### src/include/fcc_pkg.sv
// Shared constants and check-code functions for both link ends
package fcc_pkg;

  // ----------------------------------------------------------------
  // Check code constants
  // ----------------------------------------------------------------
  localparam logic [15:0] GENERATOR_POLYNOMIAL = 16'h4599;
  localparam logic [15:0] CRC_TOP_MASK         = 16'h4000;
  localparam logic [15:0] CRC_SEED             = 16'h0010;
  localparam logic [15:0] CRC_WIDTH_MASK       = 16'hFFFF;
  localparam logic [7:0]  CRC_IDX_MASK         = 8'hFF;
  localparam int          CRC_IDX_SHIFT        = 7;
  localparam int          CRC_BYTE_SHIFT       = 8;
  localparam int          LUT_STEPS            = 8;
  localparam int          LUT_ENTRIES          = 256;

  // ----------------------------------------------------------------
  // Frame layout: header, data, then two code bytes
  // ----------------------------------------------------------------
  localparam logic [8:0] HDR_SLOT    = 9'h000;
  localparam logic [8:0] CODE_HI_OFS = 9'h001;
  localparam logic [8:0] CODE_LO_OFS = 9'h002;
  localparam logic [7:0] FILL_BYTE   = 8'h00;
  localparam logic [6:0] STATUS_PAD  = 7'h00;

  // ----------------------------------------------------------------
  // Link timing
  // ----------------------------------------------------------------
  localparam int unsigned CLK_PERIOD_NS     = 10;
  localparam int unsigned SCK_MAX_KHZ       = 1000;
  localparam int unsigned SCK_MIN_PERIOD_NS = 1000000 / SCK_MAX_KHZ;
  localparam int unsigned FULL_RATE_CABLE_M = 10;
  localparam int unsigned LINK_BASE_NS      = 900;
  localparam int unsigned CABLE_DM_PER_NS   = 2;
  localparam int unsigned DM_PER_M          = 10;
  localparam int unsigned SYNC_MIN_HALF     = 3;

  // Half period of the link clock in core cycles, rounded up
  function automatic int unsigned sck_half_cycles(input int unsigned len_m);
    int unsigned dly_ns;
    int unsigned per_ns;
    int unsigned half;
    dly_ns = (len_m * DM_PER_M + CABLE_DM_PER_NS - 1) / CABLE_DM_PER_NS;
    per_ns = LINK_BASE_NS + 2 * dly_ns;
    if (per_ns < SCK_MIN_PERIOD_NS) per_ns = SCK_MIN_PERIOD_NS;
    half = (per_ns + 2 * CLK_PERIOD_NS - 1) / (2 * CLK_PERIOD_NS);
    if (half < SYNC_MIN_HALF) half = SYNC_MIN_HALF;
    return half;
  endfunction

  // One entry of the 256-entry lookup table
  function automatic logic [15:0] crc_lookup_table(input logic [7:0] idx);
    logic [15:0] r;
    r = {8'h00, idx} << CRC_IDX_SHIFT;
    for (int i = 0; i < LUT_STEPS; i++) begin
      if (|(r & CRC_TOP_MASK)) r = (r << 1) ^ GENERATOR_POLYNOMIAL;
      else r = r << 1;
    end
    return r & CRC_WIDTH_MASK;
  endfunction

  // Remainder update for one byte
  function automatic logic [15:0] crc_step(input logic [15:0] rem,
                                           input logic [7:0]  data);
    logic [15:0] t;
    logic [7:0]  idx;
    t   = (rem >> CRC_IDX_SHIFT) ^ {8'h00, data};
    idx = t[7:0] & CRC_IDX_MASK;
    return (rem << CRC_BYTE_SHIFT) ^ crc_lookup_table(idx);
  endfunction

  // Transmitted code: remainder times two, low bit zero
  function automatic logic [15:0] crc15_frame_code(input logic [15:0] rem);
    return rem << 1;
  endfunction

endpackage

### src/include/fcc_link_if.sv
// Serial link between host end and device end
`timescale 1ns/1ns
interface fcc_link_if;
  logic sclk;
  logic frame_act;
  logic mosi;
  logic miso;

  modport host_mp (
    output sclk,
    output frame_act,
    output mosi,
    input  miso
  );

  modport dev_mp (
    input  sclk,
    input  frame_act,
    input  mosi,
    output miso
  );
endinterface

### src/core/fcc_host_end.sv
// Host end: frames bytes with a check code and drives the link clock
//
// Function
// Sender appends check code to every frame
// Fifteen-bit code over any number of bytes
// Polynomial 0x4599, top bit 0x4000 selects XOR
// Remainder starts at seed 16 each frame
// Index from remainder>>7 XOR byte, shift 8
// Table entries from index<<7, eight polynomial steps
// Code sent is remainder times two
// Link clock at most 1MHz, full up to 10m
// Period above 0.9us plus twice cable delay
// Receiver recomputes code, flags mismatch as invalid
`timescale 1ns/1ns
module fcc_host_end #(
  parameter int unsigned CABLE_LEN_M = fcc_pkg::FULL_RATE_CABLE_M
) (
  input  wire logic       core_clk,
  input  wire logic       rst,
  input  wire logic       start,
  input  wire logic [7:0] len,
  output logic            busy,
  input  wire logic [7:0] wr_data,
  input  wire logic       wr_valid,
  output logic            wr_ready,
  output logic [7:0]      rd_data,
  output logic            rd_valid,
  output logic            done,
  output logic            crc_err,
  output logic [7:0]      dev_status,
  fcc_link_if.host_mp     lnk
);

  // ----------------------------------------------------------------
  // Types and constants
  // ----------------------------------------------------------------
  typedef enum logic [2:0] {
    FCC_IDLE  = 3'b000,
    FCC_ARM   = 3'b001,
    FCC_SHIFT = 3'b011,
    FCC_DONE  = 3'b010,
    FCC_WAIT  = 3'b111
  } fcc_host_state_t;

  localparam logic [15:0] HALF_CYC =
    16'(fcc_pkg::sck_half_cycles(CABLE_LEN_M));
  localparam logic [15:0] DIV_ONE  = 16'h0001;
  localparam logic [2:0]  LAST_BIT = 3'h7;
  localparam logic [1:0]  FIFO_CAP = 2'h2;

  // ----------------------------------------------------------------
  // Declarations
  // ----------------------------------------------------------------
  fcc_host_state_t state_reg;
  logic [15:0]     div_reg;
  logic            sclk_reg;
  logic            frame_reg;
  logic            mosi_reg;
  logic            miso_meta_reg;
  logic            miso_sync_reg;
  logic [2:0]      bit_reg;
  logic [8:0]      slot_reg;
  logic [7:0]      len_reg;
  logic [6:0]      tx_sh_reg;
  logic [15:0]     tx_rem_reg;
  logic [6:0]      rx_sh_reg;
  logic [15:0]     rx_rem_reg;
  logic [7:0]      rx_hi_reg;
  logic [7:0]      rd_data_reg;
  logic            rd_valid_reg;
  logic            done_reg;
  logic            crc_err_reg;
  logic [7:0]      status_reg;
  logic [7:0]      fifo_mem [2];
  logic            fifo_wptr_reg;
  logic            fifo_rptr_reg;
  logic [1:0]      fifo_cnt_reg;

  logic            tick;
  logic            fall_tick;
  logic [8:0]      last_slot;
  logic [8:0]      nxt_slot;
  logic            nxt_is_data;
  logic [7:0]      nxt_byte;
  logic [15:0]     tx_code;
  logic            fifo_valid;
  logic            fifo_push;
  logic            fifo_pop;
  logic            load_now;
  logic            sample_now;
  logic            byte_end;
  logic            finish;
  logic            go_wait;
  logic [7:0]      rx_byte;
  logic            rx_is_data;

  // ----------------------------------------------------------------
  // Link clock divider
  // ----------------------------------------------------------------
  assign tick      = (div_reg == '0);
  assign fall_tick = tick && sclk_reg;

  // Half-period counter for the link clock
  always_ff @(posedge core_clk) begin
    if (rst || tick) begin
      div_reg <= HALF_CYC - DIV_ONE;
    end else begin
      div_reg <= div_reg - DIV_ONE;
    end
  end

  // Free running between frames, held low while waiting for data
  always_ff @(posedge core_clk) begin
    if (rst) begin
      sclk_reg <= 1'b0;
    end else if (tick) begin
      sclk_reg <= (state_reg == FCC_WAIT) ? 1'b0 : ~sclk_reg;
    end
  end

  // Two-flop synchroniser for the returned data line
  always_ff @(posedge core_clk) begin
    if (rst) begin
      miso_meta_reg <= 1'b0;
      miso_sync_reg <= 1'b0;
    end else begin
      miso_meta_reg <= lnk.miso;
      miso_sync_reg <= miso_meta_reg;
    end
  end

  // ----------------------------------------------------------------
  // Two-entry write buffer
  // ----------------------------------------------------------------
  assign wr_ready   = (fifo_cnt_reg != FIFO_CAP);
  assign fifo_valid = (fifo_cnt_reg != '0);
  assign fifo_push  = wr_valid && wr_ready;
  assign fifo_pop   = load_now && nxt_is_data;

  // Storage and pointers
  always_ff @(posedge core_clk) begin
    if (fifo_push) begin
      fifo_mem[fifo_wptr_reg] <= wr_data;
    end
  end

  always_ff @(posedge core_clk) begin
    if (rst) begin
      fifo_wptr_reg <= 1'b0;
      fifo_rptr_reg <= 1'b0;
      fifo_cnt_reg  <= '0;
    end else begin
      if (fifo_push) fifo_wptr_reg <= ~fifo_wptr_reg;
      if (fifo_pop) fifo_rptr_reg <= ~fifo_rptr_reg;
      fifo_cnt_reg <= fifo_cnt_reg + {1'b0, fifo_push}
                      - {1'b0, fifo_pop};
    end
  end

  // ----------------------------------------------------------------
  // Slot sequencing
  // ----------------------------------------------------------------
  assign last_slot  = {1'b0, len_reg} + fcc_pkg::CODE_LO_OFS;
  assign tx_code    = fcc_pkg::crc15_frame_code(tx_rem_reg);
  assign sample_now = (state_reg == FCC_SHIFT) && fall_tick;
  assign byte_end   = sample_now && (bit_reg == LAST_BIT);
  assign finish     = byte_end && (slot_reg == last_slot);

  // Next slot and the byte it carries
  always_comb begin
    nxt_slot = (state_reg == FCC_ARM) ? fcc_pkg::HDR_SLOT
                                      : slot_reg + 9'h001;
    nxt_is_data = (nxt_slot != fcc_pkg::HDR_SLOT)
                  && (nxt_slot <= {1'b0, len_reg});
    if (nxt_slot == fcc_pkg::HDR_SLOT) begin
      nxt_byte = len_reg;
    end else if (nxt_is_data) begin
      nxt_byte = fifo_mem[fifo_rptr_reg];
    end else if (nxt_slot == {1'b0, len_reg} + fcc_pkg::CODE_HI_OFS) begin
      nxt_byte = tx_code[15:8];
    end else begin
      nxt_byte = tx_code[7:0];
    end
  end

  // Load decisions at fall points, and at the resume tick in the wait state
  assign go_wait  = byte_end && !finish && nxt_is_data && !fifo_valid;
  assign load_now = ((state_reg == FCC_ARM) && fall_tick)
                    || ((state_reg == FCC_WAIT) && tick && fifo_valid)
                    || (byte_end && !finish && !go_wait);

  // Frame state machine
  always_ff @(posedge core_clk) begin
    if (rst) begin
      state_reg <= FCC_IDLE;
    end else begin
      unique case (state_reg)
        FCC_IDLE:  if (start) state_reg <= FCC_ARM;
        FCC_ARM:   if (fall_tick) state_reg <= FCC_SHIFT;
        FCC_SHIFT: begin
          if (finish) state_reg <= FCC_DONE;
          else if (go_wait) state_reg <= FCC_WAIT;
        end
        FCC_WAIT:  if (tick && fifo_valid) state_reg <= FCC_SHIFT;
        FCC_DONE:  state_reg <= FCC_IDLE;
      endcase
    end
  end

  // Length latched when a frame is requested
  always_ff @(posedge core_clk) begin
    if (rst) begin
      len_reg <= '0;
    end else if ((state_reg == FCC_IDLE) && start) begin
      len_reg <= len;
    end
  end

  // Frame enable on the link
  always_ff @(posedge core_clk) begin
    if (rst) begin
      frame_reg <= 1'b0;
    end else if ((state_reg == FCC_ARM) && fall_tick) begin
      frame_reg <= 1'b1;
    end else if (finish) begin
      frame_reg <= 1'b0;
    end
  end

  // ----------------------------------------------------------------
  // Transmit path
  // ----------------------------------------------------------------
  always_ff @(posedge core_clk) begin
    if (rst) begin
      bit_reg    <= '0;
      slot_reg   <= '0;
      mosi_reg   <= 1'b0;
      tx_sh_reg  <= '0;
      tx_rem_reg <= fcc_pkg::CRC_SEED;
    end else if (load_now) begin
      slot_reg  <= nxt_slot;
      bit_reg   <= '0;
      mosi_reg  <= nxt_byte[7];
      tx_sh_reg <= nxt_byte[6:0];
      if (nxt_slot == fcc_pkg::HDR_SLOT) begin
        tx_rem_reg <= fcc_pkg::crc_step(fcc_pkg::CRC_SEED, nxt_byte);
      end else if (nxt_is_data) begin
        tx_rem_reg <= fcc_pkg::crc_step(tx_rem_reg, nxt_byte);
      end
    end else if (sample_now && (bit_reg != LAST_BIT)) begin
      bit_reg   <= bit_reg + 3'h1;
      mosi_reg  <= tx_sh_reg[6];
      tx_sh_reg <= tx_sh_reg << 1;
    end
  end

  // ----------------------------------------------------------------
  // Receive path and check
  // ----------------------------------------------------------------
  assign rx_byte    = {rx_sh_reg, miso_sync_reg};
  assign rx_is_data = (slot_reg != fcc_pkg::HDR_SLOT)
                      && (slot_reg <= {1'b0, len_reg});

  // Shift in one bit per fall point
  always_ff @(posedge core_clk) begin
    if (rst) begin
      rx_sh_reg <= '0;
    end else if (sample_now) begin
      rx_sh_reg <= rx_byte[6:0];
    end
  end

  // Remainder, status, high code byte and data output
  always_ff @(posedge core_clk) begin
    if (rst) begin
      rx_rem_reg  <= fcc_pkg::CRC_SEED;
      rx_hi_reg   <= '0;
      status_reg  <= '0;
      rd_data_reg <= '0;
    end else if (byte_end) begin
      if (slot_reg == fcc_pkg::HDR_SLOT) begin
        status_reg <= rx_byte;
        rx_rem_reg <= fcc_pkg::crc_step(fcc_pkg::CRC_SEED, rx_byte);
      end else if (rx_is_data) begin
        rd_data_reg <= rx_byte;
        rx_rem_reg  <= fcc_pkg::crc_step(rx_rem_reg, rx_byte);
      end else if (!finish) begin
        rx_hi_reg <= rx_byte;
      end
    end
  end

  // Pulses and the mismatch flag
  always_ff @(posedge core_clk) begin
    if (rst) begin
      rd_valid_reg <= 1'b0;
      done_reg     <= 1'b0;
      crc_err_reg  <= 1'b0;
    end else begin
      rd_valid_reg <= byte_end && rx_is_data;
      done_reg     <= finish;
      if (finish) begin
        crc_err_reg <= ({rx_hi_reg, rx_byte}
                        != fcc_pkg::crc15_frame_code(rx_rem_reg));
      end else if ((state_reg == FCC_IDLE) && start) begin
        crc_err_reg <= 1'b0;
      end
    end
  end

  // ----------------------------------------------------------------
  // Outputs
  // ----------------------------------------------------------------
  assign busy          = (state_reg != FCC_IDLE);
  assign rd_data       = rd_data_reg;
  assign rd_valid      = rd_valid_reg;
  assign done          = done_reg;
  assign crc_err       = crc_err_reg;
  assign dev_status    = status_reg;
  assign lnk.sclk      = sclk_reg;
  assign lnk.frame_act = frame_reg;
  assign lnk.mosi      = mosi_reg;

endmodule

### src/flat_wrapper.sv
// flat-port wrapper written by rule: the top's interface ports become plain ports
module fcc_host_end_flat 
#(
  parameter int unsigned CABLE_LEN_M = fcc_pkg::FULL_RATE_CABLE_M
)
  (core_clk, rst, start, len, busy, wr_data, wr_valid, wr_ready, rd_data, rd_valid, done, crc_err, dev_status, lnk_sclk, lnk_frame_act, lnk_mosi, lnk_miso);
  fcc_link_if lnk_i ();
  input  wire logic core_clk;
  input  wire logic rst;
  input  wire logic start;
  input  wire logic [7:0] len;
  output logic busy;
  input  wire logic [7:0] wr_data;
  input  wire logic wr_valid;
  output logic wr_ready;
  output logic [7:0] rd_data;
  output logic rd_valid;
  output logic done;
  output logic crc_err;
  output logic [7:0] dev_status;
  output wire logic [$bits(lnk_i.sclk)-1:0] lnk_sclk;
  output wire logic [$bits(lnk_i.frame_act)-1:0] lnk_frame_act;
  output wire logic [$bits(lnk_i.mosi)-1:0] lnk_mosi;
  input wire logic [$bits(lnk_i.miso)-1:0] lnk_miso;
  assign lnk_sclk = lnk_i.sclk;
  assign lnk_frame_act = lnk_i.frame_act;
  assign lnk_mosi = lnk_i.mosi;
  assign lnk_i.miso = lnk_miso;
  fcc_host_end #(.CABLE_LEN_M(CABLE_LEN_M)) u_core (.core_clk(core_clk), .rst(rst), .start(start), .len(len), .busy(busy), .wr_data(wr_data), .wr_valid(wr_valid), .wr_ready(wr_ready), .rd_data(rd_data), .rd_valid(rd_valid), .done(done), .crc_err(crc_err), .dev_status(dev_status), .lnk(lnk_i));
endmodule
### config.mk
export PLATFORM = sky130hd
export DESIGN_NAME = fcc_host_end_flat
export DESIGN_NICKNAME = d
export VERILOG_FILES = /design/src/include/fcc_pkg.sv /design/src/include/fcc_link_if.sv /design/src/core/fcc_host_end.sv /design/src/flat_wrapper.sv
export SDC_FILE = /design/constraint.sdc
export NUM_CORES = 1
export LEC_CHECK = 0
export ABC_CLOCK_PERIOD_IN_PS = 5500
export BUFFER_PORTS_ARGS = -buffer_cell sky130_fd_sc_hd__buf_2
export CAP_MARGIN = 10
export CORE_ASPECT_RATIO = 1.2
export CORE_MARGIN = 2
export CORE_UTILIZATION = 60
export DETAILED_ROUTE_END_ITERATION = 10
export PLACE_DENSITY = 0.76
export SLEW_MARGIN = 15
export SYNTH_ARGS = -nofsm -noshare
export SYNTH_HDL_FRONTEND = slang
export SYNTH_SLANG_ARGS = --single-unit
export TNS_END_PERCENT = 50
### constraint.sdc
create_clock -name core_clk -period 5.5 [get_ports core_clk]
set_clock_uncertainty 0.2 [all_clocks]
set_input_delay 1.1 -clock core_clk [delete_from_list [all_inputs] [get_ports core_clk]]
set_output_delay 1.1 -clock core_clk [all_outputs]
set_load 0.1 [all_outputs]
==> out/metrics.cfg <==
[routing]
wirelength_um=22500
antenna_left=0
vias=7367
drc=0
drt_iter0_markers=604
viasPerCell=5.95
route.detailed.wl_per_inst_um=18.2
drt_first_pass_iters=5

[setup_path]
cp_data_required_time_ns=5.66
worstSetupStartpoint=u_core.slot_reg[2]$_SDFFE_PP0N_
crit_arrival_ns=5.38
cp-start-kind=register
reg2reg_slack_ns=0.28
reg2reg_from=u_core.slot_reg[2]$_SDFFE_PP0N_
path_max_fanout=12
path_cells=nand4_2 -> o211a_1 -> nor2_1 -> inv_1 -> ha_1 -> and3_1 -> a211oi_1 -> a211oi_1 -> buf_4 -> a2111oi_1 -> mux2_1 -> a31oi_1 -> o2bb2ai_2 -> xnor2_2 -> xor2_2 -> xor2_2 -> xnor2_1 -> a221o_1 -> a21oi_1
reg2regPathDepth=19
slowest_delay_ns=0.59
cp-endpoint=u_core.tx_rem_reg[10]$_SDFFE_PP0P_
endpoint_kind=register
r2r_end=u_core.tx_rem_reg[10]$_SDFFE_PP0P_
crit_slowest_cell=dfxtp_1
crit_type=register to register

[synth]
synthTopCellsByArea=dfxtp_1 (27%), xnor2_1 (12%), edfxtp_1 (5.5%)
synth_edf_count=16
syn_area_um2=8790
synthTopCellsByCount=xnor2_1 (121), dfxtp_1 (120), nor2_1 (115), nand2_1 (105), a21oi_1 (73)
synth.most_common_cell=xnor2_1
async_flop_share_pct=0
yosysUniqueCellTypes=87
avgSynthCellArea_um2=8.60
synth.ff_latch_count=136
yosysTopAreaCellShare_pct=27.3
yosys_most_used_dff=dfxtp_1
ys_seq_area_share_pct=32.8
synthCells=1023
yosysTopAreaCell=dfxtp_1
ys_warn_count=0
synth_nets=1069

[finish]
insertedDiodeCount=0
fin_nets=1096
fill_cells=1201
layout-drive-gt1-share_pct=14.0
area_growth_pct=10.5
fin_util_pct=67.7
fin_area_um2=9720

[floorplan]
dieArea_um2=15600
dieHeight_um=137
coreArea_um2=14400
boundaryPins=45
initial_core_util_pct=61.3
fp.dieW_um=115
std_cell_rows=48

[sta]
setup_viol=0
timing.final.crit_share_pct=94.9
hold_viol_final=0
layout_min_cycle_time_ns=5.22
slew_headroom_pct=28.7
worst_pin_slew_ns=1.07
fmax_mhz=192
slew_viol_final=0

[placement]
globalplace.congestion=1.07
post_dp_cell_area_um2=9150
numPortBuffers=44
hpwl_um=16400

[global_route]
grt_max_degree=72
overflow=0
grt_pass1_vias=7064
antenna_found_initial=0
grt_pass1_wl_um=36200
grt_util_all_layers_pct=29.9

[clocking]
cts.reportedPaths.clkPinSlew_ns=0.06
cts.sinks=136
cts_root_buf=clkbuf_16
clk_latency_ns=0.43
cts_buffers=17
cts_hold_buffers=0
clk_path_buf_depth=2
htree_levels=4
cts_tree=built

[worst_hold_path]
min_path_type=register to register
holdPathStages=1

[run_status]
outcome=complete, no violations

[power]
leakage_nw=3.81
finalPower_w=0.00365
power_density_nw_per_um2=375
peakVddDrop_uv=212

[run]
maxCapViolations=0

worst max-delay path, delay by kind of cell, from the launching register on:
kind                       cells  cell delay (ns)
DFF                            1             0.59
xor gates and xnor gates       4             0.82
buffers and inverters          2             0.26
adders and majority gates      1             0.33
AOI/OAI and AO/OA              8             1.99
muxes                          1             0.29
and+or+nand+nor                3             0.68
routing by layer:
layer | global-route usage (%) | vias to the layer above | routed length (um) | share of wire [%]
met5 | 0 | - | 0 | 0
met3 | 5.40 | 78 | 1160 | 5.2
met1 | 35.8 | 3488 | 9230 | 41
li1 | - | 3559 | - | -
met4 | 14.7 | 0 | 983 | 4.4
met2 | 51.3 | 242 | 11100 | 49
worst min path at each step:
stage | startpoint | to
floorplan | u_core.div_reg[0]$_SDFF_PP1_ | u_core.div_reg[0]$_SDFF_PP1_
global placement | u_core.div_reg[0]$_SDFF_PP1_ | u_core.div_reg[0]$_SDFF_PP1_
detailed placement | u_core.div_reg[0]$_SDFF_PP1_ | u_core.div_reg[0]$_SDFF_PP1_
CTS | u_core.div_reg[0]$_SDFF_PP1_ | u_core.div_reg[0]$_SDFF_PP1_
global route | u_core.div_reg[0]$_SDFF_PP1_ | u_core.div_reg[0]$_SDFF_PP1_
finish | u_core.div_reg[0]$_SDFF_PP1_ | u_core.div_reg[0]$_SDFF_PP1_
cell usage in the layout (no fill, tap or decap), types with 6 or more instances in the layout:
| cell | synthesis | final |
|---|---|---|
| a211oi_1 | 12 | 12 |
| a21o_1 | 6 | 6 |
| a21oi_1 | 73 | 73 |
| a31oi_1 | 8 | 8 |
| and2_1 | 6 | 6 |
| buf_2 | 7 | 43 |
| buf_4 | 2 | 23 |
| clkbuf_16 | 0 | 17 |
| dfxtp_1 | 120 | 119 |
| edfxtp_1 | 16 | 16 |
| ha_1 | 25 | 24 |
| inv_1 | 35 | 35 |
| mux2i_1 | 42 | 42 |
| nand2_1 | 105 | 105 |
| nand2b_1 | 6 | 6 |
| nand3_1 | 22 | 22 |
| nand4_1 | 7 | 7 |
| nor2_1 | 115 | 115 |
| nor2b_1 | 18 | 18 |
| nor3_1 | 17 | 17 |
| nor4_1 | 7 | 7 |
| o21ai_0 | 19 | 19 |
| or3_1 | 6 | 6 |
| or4_1 | 6 | 6 |
| xnor2_1 | 121 | 119 |
| xnor2_2 | 5 | 7 |
| xor2_1 | 52 | 52 |
cell type report:
cell class | count | area (um2) | share of cell area [%]
tap | 175 | 219 | 2.25
inverter | 35 | 131 | 1.35
clock buffer | 20 | 437 | 4.49
timing repair buffer | 66 | 388 | 3.99
sequential | 136 | 2880 | 29.7
multi-input combinational | 794 | 5560 | 57.2
clock inverter | 12 | 97.6 | 1.00
per-stage QoR:
stage                     std cells  hold slack [ns]  TNS [ns]  setup WS (ns)
after floorplan                1023            0.185         0          0.644
after global placement         1206            0.204         0          0.283
after detailed placement       1206            0.211         0          0.173
after CTS                      1238            0.226         0          0.152
after global routing           1238            0.257   -0.0274        -0.0274
final                          1238            0.220         0          0.283
logic make-up (layout without fill, tap and decap cells):
| kind of cell | after synthesis | after routing | synth area share [%] |
|---|---|---|---|
| flops | 136 | 136 | 32.8 |
| simple gates | 344 | 344 | 18.5 |
| buf+inv | 93 | 133 | 4.41 |
| mux | 48 | 48 | 5.55 |
| xor+xnor | 188 | 188 | 20.6 |
| compound gates | 189 | 189 | 14.6 |
| fa+ha+maj | 25 | 25 | 3.56 |
power breakdown:
part / internal [W] / leakage [nW] / total, W / switching (W)
clock network: 0.000583 / 0.257 / 0.00104 / 0.000457
registers: 0.00103 / 1.12 / 0.00106 / 0.0000279
logic: 0.000693 / 2.43 / 0.00155 / 0.000854
timing repair:
item	in CTS	in global routing
setup endpoints to repair	0	8
setup buffers	0	0
gates resized for setup	0	8
(Power assumes the default switching activity.)
